<file path="config.mk">
export PLATFORM = sky130hd
export DESIGN_NAME = icl_regs
export DESIGN_NICKNAME = d
export VERILOG_FILES = /design/src/hdl/icl_pkg.sv /design/src/hdl/icl_sync.sv /design/src/hdl/icl_regs.sv
export SDC_FILE = /design/constraint.sdc
export NUM_CORES = 1
export LEC_CHECK = 0
export BUFFER_PORTS_ARGS = -buffer_cell sky130_fd_sc_hd__buf_2
export CELL_PAD_IN_SITES_DETAIL_PLACEMENT = 1
export CELL_PAD_IN_SITES_GLOBAL_PLACEMENT = 2
export CORE_ASPECT_RATIO = 1.5
export CORE_MARGIN = 4
export CORE_UTILIZATION = 40
export DETAILED_ROUTE_END_ITERATION = 10
export PLACE_DENSITY_LB_ADDON = 0.1
export SETUP_SLACK_MARGIN = 0.15
export SLEW_MARGIN = 0
export SYNTH_ARGS = -nofsm -noshare
export SYNTH_HDL_FRONTEND = slang
export SYNTH_SLANG_ARGS = --single-unit
</file>
<file path="constraint.sdc">
create_clock -name clk -period 16.2 [get_ports clk]
set_clock_uncertainty 0.1 [all_clocks]
set_input_delay 0 -clock clk [delete_from_list [all_inputs] [get_ports clk]]
set_output_delay 0 -clock clk [all_outputs]
set_load 0.01 [all_outputs]
</file>
<file path="src/hdl/icl_pkg.sv">
// Constants and types shared by the input current limit register bank
package icl_pkg;

	// Byte addresses on the serial bus
	localparam logic [7:0] ICL_ADDR_LIMIT_LO = 8'h0e;
	localparam logic [7:0] ICL_ADDR_LIMIT_HI = 8'h0f;
	localparam logic [7:0] ICL_ADDR_MAKER = 8'h2e;
	localparam logic [7:0] ICL_ADDR_PART = 8'h2f;

	// Limit register layout and reset value
	localparam logic [15:0] ICL_LIMIT_RESET = 16'h4100;
	localparam int ICL_CODE_W = 7;
	localparam int ICL_CODE_LSB = 8;
	localparam int ICL_RSVD_BIT = 7;
	localparam logic [7:0] ICL_LO_BYTE_VAL = 8'h00;

	// Defaults restored on adapter removal, per sense resistor
	localparam logic [6:0] ICL_DEF_CODE_10M = 7'h41;
	localparam logic [6:0] ICL_DEF_CODE_5M = 7'h20;

	// Decoded current in mA
	localparam int ICL_MA_W = 14;
	localparam logic [13:0] ICL_STEP_MA_10M = 14'h0032;
	localparam logic [13:0] ICL_STEP_MA_5M = 14'h0064;
	localparam logic [13:0] ICL_FLOOR_MA_10M = 14'h0032;
	localparam logic [13:0] ICL_FLOOR_MA_5M = 14'h0064;

	// Serial bus framing
	localparam logic [3:0] ICL_BITS_PER_BYTE = 4'h8;

	// Applied limit as seen by the regulation loop
	typedef struct packed {
		logic [6:0] code;
		logic [13:0] ma;
	} icl_limit_t;

	// Serial slave states
	typedef enum logic [2:0] {
		ICL_IDLE,
		ICL_ADDR,
		ICL_ADDR_ACK,
		ICL_WR,
		ICL_WR_ACK,
		ICL_RD,
		ICL_RD_ACK
	} icl_state_t;

endpackage : icl_pkg

</file>
<file path="src/hdl/icl_sync.sv">
// Three-stage pin synchroniser with agreement filter
`timescale 1ns/1ps
module icl_sync #(
	parameter int WIDTH = 1,
	parameter logic [WIDTH-1:0] RST_VAL = '0
) (
	// Clock and reset
	input wire logic clk,
	input wire logic sys_rst,
	// Asynchronous pins in, filtered levels out
	input wire logic [WIDTH-1:0] pin_in,
	output logic [WIDTH-1:0] level_q
);

	logic [WIDTH-1:0] ff1_q;
	logic [WIDTH-1:0] ff2_q;
	logic [WIDTH-1:0] ff3_q;
	logic [WIDTH-1:0] level_d;

	////////////////////////////////////////////////////////////////////////
	// A change counts only once stages two and three agree
	always_comb
	begin
		for (int i = 0; i < WIDTH; i++)
		begin
			level_d[i] = (ff2_q[i] == ff3_q[i]) ? ff3_q[i] : level_q[i];
		end
	end

	// Stage one feeds only stage two
	always_ff @(posedge clk)
	begin
		if (sys_rst)
		begin
			ff1_q <= RST_VAL;
			ff2_q <= RST_VAL;
			ff3_q <= RST_VAL;
			level_q <= RST_VAL;
		end
		else
		begin
			ff1_q <= pin_in;
			ff2_q <= ff1_q;
			ff3_q <= ff2_q;
			level_q <= level_d;
		end
	end

endmodule : icl_sync

</file>
<file path="src/hdl/icl_regs.sv">
// Input current limit and identification registers behind a serial slave
//
// What this block does
// - At 10 mohm, code bits weigh 50 mA for bit 0 up to 3200 mA.
// - At 10 mohm the limit spans 50 mA to 6350 mA in 50 mA steps.
// - At 10 mohm, code zero gives a 50 mA floor; others no offset.
// - Codes above the clamp boundary are ignored, not applied.
// - At 10 mohm default is 3.25 A, restored on adapter removal.
// - At 5 mohm, code zero gives a 100 mA floor only.
// - At 5 mohm default is 3.2 A, restored on adapter removal.
// - At 5 mohm the programmed value is a maximum, not typical.
// - External limit pin used unless disabled by bit or pin above 4 V.
// - Low byte is read-only zero; writes to it are ignored.
// - Read-only maker code sits at byte address 2Eh.
// - Read-only part code sits at byte address 2Fh.
`timescale 1ns/1ps
module icl_regs #(
	parameter logic [6:0] SLAVE_ADDR = 7'h2a,
	// Arbitrary identification values
	parameter logic [7:0] MAKER_CODE = 8'h5a,
	parameter logic [7:0] PART_CODE = 8'ha5,
	// Highest accepted code for each sense resistor
	parameter logic [6:0] MAX_CODE_10M = 7'h7f,
	parameter logic [6:0] MAX_CODE_5M = 7'h7f
) (
	// Clock and reset
	input wire logic clk,
	input wire logic sys_rst,
	// Serial bus pins, data is open drain
	input wire logic scl_in,
	input wire logic sda_in,
	output logic sda_out_q,
	output logic sda_oe_q,
	// Core status and configuration
	input wire logic sense_resistor_select,
	input wire logic adapter_present,
	input wire logic external_limit_enable,
	input wire logic external_limit_pin_high,
	// Applied limit and loop selection
	output icl_pkg::icl_limit_t limit_q,
	output logic limit_is_max_q,
	output logic external_limit_active_q,
	output logic invalid_write_q
);

	////////////////////////////////////////////////////////////////////////
	// Helpers

	// Current in mA for a code and sense resistor choice
	function automatic logic [13:0] icl_decode(input logic [6:0] code,
		input logic sel);
		logic [13:0] step;
		step = sel ? icl_pkg::ICL_STEP_MA_5M : icl_pkg::ICL_STEP_MA_10M;
		if (code == 7'h00)
			icl_decode = sel ? icl_pkg::ICL_FLOOR_MA_5M
				: icl_pkg::ICL_FLOOR_MA_10M;
		else
			icl_decode = 14'({7'h00, code} * step);
	endfunction : icl_decode

	// Default code for the selected sense resistor
	function automatic logic [6:0] icl_default(input logic sel);
		icl_default = sel ? icl_pkg::ICL_DEF_CODE_5M
			: icl_pkg::ICL_DEF_CODE_10M;
	endfunction : icl_default

	////////////////////////////////////////////////////////////////////////
	// Pin synchronisers

	logic [2:0] pins_q;
	logic scl_s;
	logic sda_s;
	logic ext_high_s;

	icl_sync #(
		.WIDTH(3),
		.RST_VAL(3'b011)
	) u_sync (
		.clk(clk),
		.sys_rst(sys_rst),
		.pin_in({external_limit_pin_high, scl_in, sda_in}),
		.level_q(pins_q)
	);

	assign ext_high_s = pins_q[2];
	assign scl_s = pins_q[1];
	assign sda_s = pins_q[0];

	////////////////////////////////////////////////////////////////////////
	// State

	icl_pkg::icl_state_t state_q, state_d;
	logic scl_prev_q, scl_prev_d;
	logic sda_prev_q, sda_prev_d;
	logic [7:0] sh_q, sh_d;
	logic [3:0] cnt_q, cnt_d;
	logic rw_q, rw_d;
	logic first_q, first_d;
	logic acked_q, acked_d;
	logic [7:0] ptr_q, ptr_d;
	logic lo_seen_q, lo_seen_d;
	logic [6:0] code_q, code_d;
	logic adapter_prev_q, adapter_prev_d;
	logic init_q, init_d;
	logic sda_oe_d;
	logic invalid_d;
	icl_pkg::icl_limit_t limit_d;
	logic limit_is_max_d;
	logic ext_active_d;

	logic scl_rise;
	logic scl_fall;
	logic start_det;
	logic stop_det;
	logic [7:0] rd_byte;
	logic [6:0] max_code;

	// Bus events from filtered pins
	assign scl_rise = scl_s & ~scl_prev_q;
	assign scl_fall = ~scl_s & scl_prev_q;
	assign start_det = scl_s & scl_prev_q & sda_prev_q & ~sda_s;
	assign stop_det = scl_s & scl_prev_q & ~sda_prev_q & sda_s;
	assign max_code = sense_resistor_select ? MAX_CODE_5M : MAX_CODE_10M;

	////////////////////////////////////////////////////////////////////////
	// Read data multiplexer
	always_comb
	begin
		case (ptr_q)
			icl_pkg::ICL_ADDR_LIMIT_LO: rd_byte = icl_pkg::ICL_LO_BYTE_VAL;
			icl_pkg::ICL_ADDR_LIMIT_HI: rd_byte = {1'b0, code_q};
			icl_pkg::ICL_ADDR_MAKER: rd_byte = MAKER_CODE;
			icl_pkg::ICL_ADDR_PART: rd_byte = PART_CODE;
			default: rd_byte = 8'h00;
		endcase
	end

	////////////////////////////////////////////////////////////////////////
	// Serial slave and limit register next state
	always_comb
	begin
		state_d = state_q;
		scl_prev_d = scl_s;
		sda_prev_d = sda_s;
		sh_d = sh_q;
		cnt_d = cnt_q;
		rw_d = rw_q;
		first_d = first_q;
		acked_d = acked_q;
		ptr_d = ptr_q;
		lo_seen_d = lo_seen_q;
		code_d = code_q;
		adapter_prev_d = adapter_present;
		init_d = 1'b1;
		sda_oe_d = sda_oe_q;
		invalid_d = 1'b0;

		if (start_det)
		begin
			// Repeated start also drops a half-written limit
			state_d = icl_pkg::ICL_ADDR;
			cnt_d = 4'h0;
			sda_oe_d = 1'b0;
			lo_seen_d = 1'b0;
		end
		else if (stop_det)
		begin
			state_d = icl_pkg::ICL_IDLE;
			sda_oe_d = 1'b0;
			lo_seen_d = 1'b0;
		end
		else
		begin
			case (state_q)
				icl_pkg::ICL_IDLE:
				begin
					sda_oe_d = 1'b0;
				end
				icl_pkg::ICL_ADDR, icl_pkg::ICL_WR:
				begin
					if (scl_rise)
					begin
						sh_d = {sh_q[6:0], sda_s};
						cnt_d = cnt_q + 4'h1;
					end
					else if (scl_fall && cnt_q == icl_pkg::ICL_BITS_PER_BYTE)
					begin
						cnt_d = 4'h0;
						if (state_q == icl_pkg::ICL_ADDR)
						begin
							// Only our address is acknowledged
							if (sh_q[7:1] == SLAVE_ADDR)
							begin
								rw_d = sh_q[0];
								sda_oe_d = 1'b1;
								state_d = icl_pkg::ICL_ADDR_ACK;
							end
							else
								state_d = icl_pkg::ICL_IDLE;
						end
						else
						begin
							sda_oe_d = 1'b1;
							state_d = icl_pkg::ICL_WR_ACK;
							if (first_q)
							begin
								ptr_d = sh_q;
								first_d = 1'b0;
							end
							else
							begin
								ptr_d = ptr_q + 8'h01;
								lo_seen_d = (ptr_q == icl_pkg::ICL_ADDR_LIMIT_LO);
								if (ptr_q == icl_pkg::ICL_ADDR_LIMIT_HI && lo_seen_q)
								begin
									// Reserved bit set or code past clamp: keep old
									if (sh_q[icl_pkg::ICL_RSVD_BIT] ||
										sh_q[6:0] > max_code)
										invalid_d = 1'b1;
									else
										code_d = sh_q[6:0];
								end
							end
						end
					end
				end
				icl_pkg::ICL_ADDR_ACK:
				begin
					if (scl_fall)
					begin
						cnt_d = 4'h0;
						if (rw_q)
						begin
							sh_d = rd_byte;
							sda_oe_d = ~rd_byte[7];
							state_d = icl_pkg::ICL_RD;
						end
						else
						begin
							sda_oe_d = 1'b0;
							first_d = 1'b1;
							state_d = icl_pkg::ICL_WR;
						end
					end
				end
				icl_pkg::ICL_WR_ACK:
				begin
					if (scl_fall)
					begin
						sda_oe_d = 1'b0;
						state_d = icl_pkg::ICL_WR;
					end
				end
				icl_pkg::ICL_RD:
				begin
					if (scl_rise)
						cnt_d = cnt_q + 4'h1;
					else if (scl_fall)
					begin
						if (cnt_q == icl_pkg::ICL_BITS_PER_BYTE)
						begin
							sda_oe_d = 1'b0;
							ptr_d = ptr_q + 8'h01;
							state_d = icl_pkg::ICL_RD_ACK;
						end
						else
						begin
							sh_d = {sh_q[6:0], 1'b0};
							sda_oe_d = ~sh_q[6];
						end
					end
				end
				icl_pkg::ICL_RD_ACK:
				begin
					if (scl_rise)
						acked_d = ~sda_s;
					else if (scl_fall)
					begin
						cnt_d = 4'h0;
						if (acked_q)
						begin
							sh_d = rd_byte;
							sda_oe_d = ~rd_byte[7];
							state_d = icl_pkg::ICL_RD;
						end
						else
							state_d = icl_pkg::ICL_IDLE;
					end
				end
				default:
				begin
					state_d = icl_pkg::ICL_IDLE;
					sda_oe_d = 1'b0;
				end
			endcase
		end

		// Default load after reset and on adapter removal wins over a write
		if (!init_q || (adapter_prev_q && !adapter_present))
			code_d = icl_default(sense_resistor_select);

		// Outputs follow the next code so they change on the same edge as code_q
		limit_d.code = code_d;
		limit_d.ma = icl_decode(code_d, sense_resistor_select);
		limit_is_max_d = sense_resistor_select;
		ext_active_d = external_limit_enable & ~ext_high_s;
	end

	////////////////////////////////////////////////////////////////////////
	// Registers
	always_ff @(posedge clk)
	begin
		if (sys_rst)
		begin
			state_q <= icl_pkg::ICL_IDLE;
			scl_prev_q <= 1'b1;
			sda_prev_q <= 1'b1;
			sh_q <= 8'h00;
			cnt_q <= 4'h0;
			rw_q <= 1'b0;
			first_q <= 1'b0;
			acked_q <= 1'b0;
			ptr_q <= 8'h00;
			lo_seen_q <= 1'b0;
			code_q <= icl_pkg::ICL_LIMIT_RESET[14:8];
			adapter_prev_q <= 1'b0;
			init_q <= 1'b0;
			sda_out_q <= 1'b0;
			sda_oe_q <= 1'b0;
			invalid_write_q <= 1'b0;
			limit_q <= '0;
			limit_is_max_q <= 1'b0;
			external_limit_active_q <= 1'b0;
		end
		else
		begin
			state_q <= state_d;
			scl_prev_q <= scl_prev_d;
			sda_prev_q <= sda_prev_d;
			sh_q <= sh_d;
			cnt_q <= cnt_d;
			rw_q <= rw_d;
			first_q <= first_d;
			acked_q <= acked_d;
			ptr_q <= ptr_d;
			lo_seen_q <= lo_seen_d;
			code_q <= code_d;
			adapter_prev_q <= adapter_prev_d;
			init_q <= init_d;
			sda_out_q <= 1'b0;
			sda_oe_q <= sda_oe_d;
			invalid_write_q <= invalid_d;
			limit_q <= limit_d;
			limit_is_max_q <= limit_is_max_d;
			external_limit_active_q <= ext_active_d;
		end
	end

endmodule : icl_regs

</file>
After elaboration in Yosys (flattened, before gate mapping)
Index checks and enable logic that the tools add are counted.
{"block": "classes", "n_addsub": 2, "multipliers": 1, "order_cmp": 1, "n_eq_ne": 43, "n_mux": 76, "bitwise_logic": 24, "n_reduce_logical": 26}
{"cell": "$mux W8", "n": 16}
{"cell": "$mux W7", "n": 12}
{"cell": "$mux W3", "n": 12}
{"cell": "$ne A4 B4 Y1 const B", "n": 9}
{"cell": "$ne A2 B2 Y1 const B", "n": 16}
{"cell": "$pmux W8 S4", "n": 1}
{"cell": "$reduce_and A10 Y1", "n": 3}
{"cell": "$pmux W8 S3", "n": 1}
{"cell": "$mux W1", "n": 22}
{"cell": "$mux W4", "n": 5}
{"cell": "$pmux W3 S6", "n": 1}
{"cell": "$eq A8 B4 Y1 const B", "n": 2}
{"cell": "$eq A8 B6 Y1 const B", "n": 2}
{"cell": "$not A1 Y1", "n": 16}
{"cell": "$pmux W4 S4", "n": 1}
{"cell": "$pmux W8 S2", "n": 1}
{"cell": "$mul A7 B7 Y14", "n": 1}
{"cell": "$mux W14", "n": 1}
{"cell": "$reduce_and A12 Y1", "n": 1}
{"cell": "$reduce_and A5 Y1", "n": 2}
{"cell": "$eq A3 B3 Y1 const B", "n": 3}
{"cell": "$ne A3 B3 Y1 const B", "n": 3}
{"cell": "$reduce_and A9 Y1", "n": 1}
{"cell": "$reduce_or A9 Y1", "n": 1}
{"cell": "24 further kinds", "n": 40}
{"block": "totals", "ff_bits": 75, "out_inout_bits": 26, "elab_cells": 199}

Depth between registers and ports, before layout
Gate-level depths: netlist of the first run.
{"block": "logic_depth", "depth_word": 14, "ltp_mapped": 21, "ltp_nobuf": 20}

By module
From an unflattened synthesis of the first run, not the netlist that was laid out.
{"block": "unflattened", "cells_unflattened": 509, "area_unflattened_um2": 4396.7}
{"module": "icl_regs", "n_inst": 1, "cells_each": 478, "area_per_inst_um2": 4040.1}
{"module": "icl_sync", "n_inst": 1, "cells_each": 31, "area_per_inst_um2": 356.6}

Least setup slack after synthesis of the first run
OpenSTA, ideal clock, no wires.
{"block": "synth_timing", "path_type": "reg-to-reg", "from": "register ptr_q[0]", "to": "register limit_q[12] (netlist bit)", "setup_ns": 0.130, "t_arrival_ns": 5.049, "t_required_ns": 15.970, "path_slack_ns": 10.922, "path_stages_with_launch": 22, "path_buffers": 2, "period_less_slack_ns": 5.278, "path_cell_list": "dfxtp_1 -> ha_1 -> and3_1 -> clkbuf_1 -> and2_1 -> and3_1 -> buf_2 -> mux2i_1 -> or2_2 -> fa_1 -> inv_1 -> fa_1 -> inv_1 -> fa_1 -> inv_1 -> ha_1 -> ha_1 -> nand3_1 -> o221ai_1 -> o41ai_1 -> xor2_1 -> nor3_1"}
{"block": "synth_between", "elab_chain_cells": 13, "elab_cells_between_ends": 14, "classes_between": "mul: 1; eq/ne: 1; mux: 10; reduce/logical: 2"}
{"element": "start, declared", "line": "icl_regs.sv:100", "source": "logic [7:0] ptr_q, ptr_d;"}
{"element": "start signal, assigned", "line": "icl_regs.sv:345", "source": "ptr_q <= ptr_d;"}
{"element": "$eq A8 B4 Y1 (*)", "line": "icl_regs.sv:214", "source": "if (ptr_q == icl_pkg::ICL_ADDR_LIMIT_HI && lo_seen_q)"}
{"element": "$logic_and A1 B1 Y1 (*)", "line": "icl_regs.sv:214"}
{"element": "$mux W7 (*)", "line": "icl_regs.sv:214"}
{"element": "$mux W7 (*)", "line": "icl_regs.sv:205", "source": "if (first_q)"}
{"element": "$mux W7 (*)", "line": "icl_regs.sv:189", "source": "if (state_q == icl_pkg::ICL_ADDR)"}
{"element": "$mux W7 (*)", "line": "icl_regs.sv:186", "source": "else if (scl_fall && cnt_q == icl_pkg::ICL_BITS_PER_BYTE)"}
{"element": "$mux W7 (*)", "line": "icl_regs.sv:181", "source": "if (scl_rise)"}
{"element": "$mux W7 (*)", "line": "icl_regs.sv:174", "source": "case (state_q)"}
{"element": "$mux W7 (*)", "line": "icl_regs.sv:166", "source": "else if (stop_det)"}
{"element": "$mux W7 (*)", "line": "icl_regs.sv:158", "source": "if (start_det)"}
{"element": "$mux W7 (*)", "line": "icl_regs.sv:299", "source": "if (!init_q || (adapter_prev_q && !adapter_present))"}
{"element": "$mul A7 B7 Y14 / $logic_not A7 Y1 (equally long branches)", "line": "icl_regs.sv:58, icl_regs.sv:54"}
{"element": "$mux W14 (*)", "line": "icl_regs.sv:54", "source": "if (code == 7'h00)"}
{"element": "end signal, assigned", "line": "icl_regs.sv:353", "source": "limit_q <= limit_d;"}
{"element": "end, declared", "line": "icl_regs.sv:40", "source": "output icl_pkg::icl_limit_t limit_q,"}
Mark *: on every way between the ends. The rest lies on a longest branch, timed or not.
A chain may end at the register's enable or synchronous reset.

Worst setup path in the final report of the first run
{"block": "layout_timing", "from": "register state_q[1]", "to": "register limit_q[13] (netlist bit)"}
{"block": "layout_between", "elab_chain_cells": 10, "elab_cells_between_ends": 13, "classes_between": "mul: 1; eq/ne: 2; mux: 8; reduce/logical: 2"}
{"element": "start, declared", "line": "icl_regs.sv:92", "source": "icl_pkg::icl_state_t state_q, state_d;"}
{"element": "start signal, assigned", "line": "icl_regs.sv:315", "source": "state_q <= icl_pkg::ICL_IDLE;"}
{"element": "start signal, assigned", "line": "icl_regs.sv:337", "source": "state_q <= state_d;"}
{"element": "$eq A3 B1 Y1", "line": "icl_regs.sv:174, icl_regs.sv:189"}
{"element": "$mux W7", "line": "icl_regs.sv:189"}
{"element": "$mux W7", "line": "icl_regs.sv:186"}
{"element": "$mux W7", "line": "icl_regs.sv:181"}
{"element": "$mux W7 (*)", "line": "icl_regs.sv:174"}
{"element": "$mux W7 (*)", "line": "icl_regs.sv:166"}
{"element": "$mux W7 (*)", "line": "icl_regs.sv:158"}
{"element": "$mux W7 (*)", "line": "icl_regs.sv:299"}
{"element": "$mul A7 B7 Y14 / $logic_not A7 Y1 (equally long branches)", "line": "icl_regs.sv:58, icl_regs.sv:54"}
{"element": "$mux W14 (*)", "line": "icl_regs.sv:54"}
Marks and branches as above.

==> results of run 1 <==
==> layout make-up <==
cell class,instances,area [sq um],share of cell area (%)
inverters,33,123.9,2.394
repair buffers,39,227.7,4.401
clock buffers,11,232.7,4.498
multi-input cells,413,2939,56.81
clock inverters,5,85.08,1.644
well taps,147,183.9,3.555
flip-flops and latches,69,1381,26.70
==> worst max path at each step <==
stage                    start          end  depth (start not counted)
detailed placement  state_q[1]  limit_q[13]                         18
global route        state_q[1]  limit_q[13]                         18
finish              state_q[1]  limit_q[13]                         18
global placement    state_q[1]  limit_q[12]                         18
floorplan             ptr_q[0]  limit_q[12]                         21
CTS                 state_q[1]  limit_q[13]                         18
==> kinds of logic (layout without fill, tap and decap cells) <==
family / after synthesis / after routing
and+or+nand+nor: 199 / 199
AOI/OAI and AO/OA: 130 / 130
buffers and inverters: 72 / 88
DFF: 69 / 69
adders and majority gates: 46 / 46
muxes: 24 / 24
xor gates and xnor gates: 6 / 6
other: 2 / 8
==> worst max-delay path: cells and delay by family, from the launching register on <==
kind | cells | cell delay (ns)
buffers and inverters | 4 | 0.39
AO/OA/AOI/OAI | 3 | 0.66
flip-flops | 1 | 0.82
multiplexers | 1 | 0.21
AND/OR/NAND/NOR | 5 | 1.61
adder cells (fa/ha/maj) | 5 | 2.09
==> report_power, final <==
| part | switching (mW) | total, mW | internal [mW] |
|---|---|---|---|
| Clock | 0.0756 | 0.211 | 0.135 |
| Sequential | 0.00294 | 0.180 | 0.177 |
| Combinational | 0.0336 | 0.0578 | 0.0243 |
| Total | 0.112 | 0.448 | 0.336 |
==> layer usage <==
layer	routed length, um	GRT usage [%]
met5	0	0
met4	250	5.997
met3	293	3.186
met2	7577	40.80
met1	4959	21.46
==> registers in the layout, indices dropped and copies added, names as in the netlist, 2 cells and up <==
name / flops
u_sync.ff2_q: 3
ptr_q: 8
code_q: 2
u_sync.ff3_q: 3
limit_q: 20
sh_q: 8
u_sync.level_q: 3
u_sync.ff1_q: 3
cnt_q: 4
state_q: 3
==> repair_timing <==
item                                   4_1_cts  5_1_grt
gates resized for setup                      0        0
hold buffers                                 5        0
endpoints found under the hold margin        5        0
==> cells in the mapped netlist (all sizes together), types with 6 or more instances <==
library cell	instances	share of area [%]
fa	14	6.1
nand2	43	3.5
a211oi	10	1.6
clkbuf	25	2.0
nor3	20	2.4
nor2	42	3.4
a21oi	35	3.8
and2	6	0.82
dfxtp	69	30
nand3	19	2.1
inv	33	2.7
ha	32	8.7
o21ai	27	2.9
or2	12	1.6
mux2i	18	3.9
nor2b	17	2.3
o31ai	6	0.98
nand2b	8	1.2
buf	14	2.0
==> metrics by stage <==
step | cell area, sq um | setup WS [ns] | util, % | total power [mW]
after global placement | 4806 | 10.42 | 43.01 | 0.2388
after detailed placement | 4806 | 10.27 | 43.01 | 0.2407
final | 5174 | 10.22 | 46.30 | 0.4484
after CTS | 5174 | 10.25 | 46.30 | 0.4543
after global routing | 5174 | 9.896 | 46.30 | 0.4689
after floorplan | 4628 | 10.92 | - | 0.2232
==> results.yml, run 1 <==
worst_setup_path:
  rr_startpoint: "state_q[1]"
  crit_top_cell: "inv_1"
  start_kind: "register"
  end_kind: "register"
  path_class: "reg2reg"
  r2r_end: "limit_q[13]"
  arrival_ns: 6.12
  worst_r2r_path_depth: 18
  crit_slowest_cell: "dfxtp_1"
  slowest_delay_ns: 0.82
  rrSetupSlack_ns: 10.22
  path_max_fanout: 24
  worstPathCellList: "inv_1 > nor4b_1 > and3_1 > mux2i_1 > or2_2 > fa_1 > inv_1 > fa_1 > inv_1 > fa_1 > inv_1 > ha_1 > ha_1 > and2_1 > o21ai_0 > nand3_1 > a31o_2 > a211oi_1"
  worstPathRequired_ns: 16.34
timing:
  fin_crit_sh_pct: 36.91
  rsz0062_at_grt: "false"
  setup_tns_ns: 0
  fmax_mhz: 167.2
  slew_violations: 0
  finalHoldViolations: 0
  period_minus_slack_ns: 5.979
  hold_ws_ns: 0.1249
  tightest_slew_ns: 0.8153
  finalSetupViolations: 0
  slew_headroom_pct: 45.59
detailed_routing:
  ant_nets: 0
  drc: 0
  via_per_inst: 5.757
  drtIter0Drc: 121
  num_vias: 4128
  drt-total-wl_um: 13080
  wl_per_cell_um: 18.24
  firstDrtPassIters: 4
floorplan:
  num_io_pins: 34
  row_count: 47
  start_util_pct: 41.22
  floorplan.die_area_sq_mm: 0.01333
  die_x_um: 95.62
  fp.dieH_um: 139.4
  core_sq_mm: 0.01117
cells_and_area:
  num-nets-final: 619
  num_antenna_cells: 0
  layout_common_cells: "69 x dfxtp_1, 43 x nand2_1, 42 x nor2_1"
  area.growth.synth_to_final_pct: 12.33
  final_common_cell: "dfxtp_1"
  stdcell_count: 717
  fillers: 1354
  layout-drive-gt1-share_pct: 13.16
global_route:
  grt_pass1_wl_um: 21640
  grt_max_degree: 51
  antenna_found_initial: 0
  grt_pass1_vias: 4337
  gr-usage-all-layers_pct: 20.68
  grt-ovfl-total: 0
clock_tree:
  cts_buffer_depth: 2
  cts-root-buf: "clkbuf_16"
  clk_pin_slew_ns: 0.06
  clk_latency_ns: 0.33
  ctsHtreeMaxLevel: 3
  clkSinkCount: 69
  cts_buffers: 9
  tritoncts: "built"
  cts_setup_buffers: 0
synth:
  synth_top_family_by_area: "simple AND/OR/NAND/NOR gates"
  synth-simple-area-share_pct: 22.90
  synthMuxAreaShare_pct: 5.786
  synth_cells: 548
  synth_compound_area_share_pct: 18.55
  ys_types: 66
  async_flop_share_pct: 0
  synth_warnings: 0
  synthAdderAreaFrac_pct: 14.78
  ys_ff_latch: 69
  synth_area_per_cell_sq_um: 8.405
  synthXorXnorAreaFrac_pct: 1.141
  ys_seq_area_share_pct: 29.99
  synth-edff-count: 0
  synth_ff_type: "dfxtp_1"
  netlist_area_sq_mm: 0.004606
power:
  peakVddDrop_mv: 0.06618
  power.leakage_nw: 2.105
  power_density_mw_per_mm2: 86.67
place:
  dp.cells: 696
  gp_congestion: 0.8008
  hpwl_um: 9860
  port_buffers: 31
worst_hold_path:
  hp-start: "sense_resistor_select"
  min_path_type: "in2reg"
  hold_depth: 2
  holdPathEnd: "limit_is_max_q"
job:
  drv_cap: 0
run_status:
  status: "complete, no violations"
(Power assumes the default switching activity.)
==> run 2, diff against run 1 <==
--- a/config.mk
+++ b/config.mk
@@ -10,7 +10,7 @@
 export CELL_PAD_IN_SITES_GLOBAL_PLACEMENT = 2
 export CORE_ASPECT_RATIO = 1.5
 export CORE_MARGIN = 4
-export CORE_UTILIZATION = 40
+export CORE_UTILIZATION = 37
 export DETAILED_ROUTE_END_ITERATION = 10
 export PLACE_DENSITY_LB_ADDON = 0.1
 export SETUP_SLACK_MARGIN = 0.15
==> constraint.sdc (replaced) <==
create_clock -name clk -period 6.1 [get_ports clk]
set_clock_uncertainty 0.1 [all_clocks]
set_input_delay 0 -clock clk [delete_from_list [all_inputs] [get_ports clk]]
set_output_delay 0 -clock clk [all_outputs]
set_load 0.01 [all_outputs]
==> run 2 against run 1 <==
- critical path depth is 1 higher
- non-clock buffer count is 7 higher
- setup slack worse by 9.7 ns
- via count is 0.94% lower
- power grew to 2.8 times the previous value
- utilization is 2.6 points lower
- register-to-register slack worse by 9.7 ns
- clock power grew to 2.9 times the previous value
- final area is 2.0% higher
- global-route usage is 0.94 points lower
- first-iteration DRC count is 30% higher
- maximum frequency is 7.3% higher
- critical path type unchanged
- highest routed layer unchanged
==> results.yml, run 2 (synthesis gave the netlist of run 1 again) <==
run_status:
  status: "complete, no violations"
worst_hold_path:
  hp-start: "sense_resistor_select"
  min_path_type: "in2reg"
  hold_depth: 2
floorplan:
  num_io_pins: 34
  start_util_pct: 38.13
  floorplan.die_area_sq_mm: 0.01433
  row_count: 49
  fp.dieH_um: 144.6
  die_x_um: 99.10
  core_sq_mm: 0.01208
clock_tree:
  clk_pin_slew_ns: 0.06
  tritoncts: "built"
  cts-root-buf: "clkbuf_16"
  cts_buffers: 9
  ctsHtreeMaxLevel: 3
  cts_setup_buffers: 0
  clkSinkCount: 69
  cts_buffer_depth: 2
  clk_latency_ns: 0.33
timing:
  setup_tns_ns: 0
  tightest_slew_ns: 0.7912
  rsz0062_at_grt: "false"
  finalSetupViolations: 0
  slew_headroom_pct: 47.20
  fin_crit_sh_pct: 91.31
  finalHoldViolations: 0
  period_minus_slack_ns: 5.570
  slew_violations: 0
  fmax_mhz: 179.5
cells_and_area:
  top_regs: "limit_q (20), ptr_q (8), sh_q (8)"
  regMostFlops: "limit_q"
  area.growth.synth_to_final_pct: 14.56
  num_antenna_cells: 0
  layout_common_cells: "69 x dfxtp_1, 43 x nand2_1, 42 x nor2_1"
  fillers: 1437
  finalInstanceArea_sq_mm: 0.005276
  layout-drive-gt1-share_pct: 14.90
  final_common_cell: "dfxtp_1"
  num-nets-final: 626
  largest_reg_flops: 20
global_route:
  grt_max_degree: 51
  grt_pass1_wl_um: 22500
  gr-usage-all-layers_pct: 19.74
  grt-ovfl-total: 0
  antenna_found_initial: 0
  grt_pass1_vias: 4410
detailed_routing:
  drtIter0Drc: 157
  via_per_inst: 5.601
  wl_per_cell_um: 18.35
  ant_nets: 0
  drc: 0
  drt-total-wl_um: 13390
  num_vias: 4089
  firstDrtPassIters: 4
worst_setup_path:
  r2r_end: "limit_q[13]"
  start_kind: "register"
  worstPathRequired_ns: 6.25
  rrSetupSlack_ns: 0.53
  path_max_fanout: 8
  crit_start: "ptr_q[0]"
  crit_path_end: "limit_q[13]"
  worst_r2r_path_depth: 19
  end_kind: "register"
  arrival_ns: 5.72
  rr_startpoint: "ptr_q[0]"
  path_class: "reg2reg"
power:
  power_density_mw_per_mm2: 237.4
  p_clk_share_pct: 49.5
  p_seq_share_pct: 38.0
  power.leakage_nw: 2.169
  swShare_pct: 24.53
  power_frac_comb_pct: 12.5
  peakVddDrop_mv: 0.1317
  p_int_mw: 0.9453
  p_sw_mw: 0.3072
job:
  drv_cap: 0
place:
  gp_congestion: 0.7767
  port_buffers: 31
  hpwl_um: 9926
  placed_cell_area_sq_mm: 0.004866
## run 2: worst min path at each step
stage                            to  slack [ns]
floorplan            limit_is_max_q       -0.02
global placement    u_sync.ff1_q[1]        0.08
detailed placement  u_sync.ff1_q[1]        0.09
CTS                  limit_is_max_q        0.11
global route         limit_is_max_q        0.15
finish               limit_is_max_q        0.12
## run 2: worst max-delay path: stages, from the launching register on
cell,delay [ns]
dfxtp_1,0.44
ha_1,0.28
and3_1,0.32
and2_1,0.27
and3_4,0.31
mux2i_1,0.15
or3_1,0.37
fa_1,0.49
inv_1,0.06
fa_1,0.53
inv_1,0.06
fa_1,0.54
inv_1,0.04
ha_1,0.19
ha_1,0.33
and2_1,0.17
o21ai_0,0.23
nand3_1,0.16
a31o_2,0.23
a211oi_1,0.21
## run 2: cell type report
class                           instances  area (sq um)  area share (%)
Multi-Input combinational cell        413          2952           55.94
Sequential cell                        69          1381           26.18
Clock inverter                          6         108.9           2.063
Inverter                               33         123.9           2.348
Clock buffer                           10         239.0           4.529
Tap cell                              153         191.4           3.628
Timing Repair Buffer                   46         280.3           5.312
## run 2: repair_timing
action / CTS / global route
endpoints found under the hold margin: 5 / 0
hold buffers: 5 / 0
setup endpoints to repair: 0 / 3
gates resized for setup: 0 / 3
## run 2: per-layer routing
metal | vias up | routed length [um] | GRT usage [%]
li1 | 1983 | - | -
met1 | 2029 | 5518 | 22.11
met2 | 54 | 7323 | 37.22
met3 | 23 | 258 | 3.234
met4 | 0 | 292 | 7.194
met5 | - | 0 | 0
## run 2: through the flow
stage	total power, mW	std cells	utilization, %	hold WS [ns]	setup slack, ns
detailed placement	0.6412	709	40.29	0.08866	0.3068
CTS	1.270	730	43.58	0.1130	0.2852
global placement	0.6360	709	40.29	0.08121	0.4438
global route	1.314	730	43.69	0.1473	0.1716
finish	1.253	730	43.69	0.1169	0.5299
floorplan	0.5929	554	-	-0.01731	0.8217
## run 2: power groups by stage
stage	Clock, mW	Sequential [mW]	Combinational, mW
floorplan	0	0.491	0.102
global placement	0	0.486	0.150
global route	0.656	0.478	0.180
finish	0.620	0.476	0.157
CTS	0.635	0.476	0.158
detailed placement	0	0.486	0.155
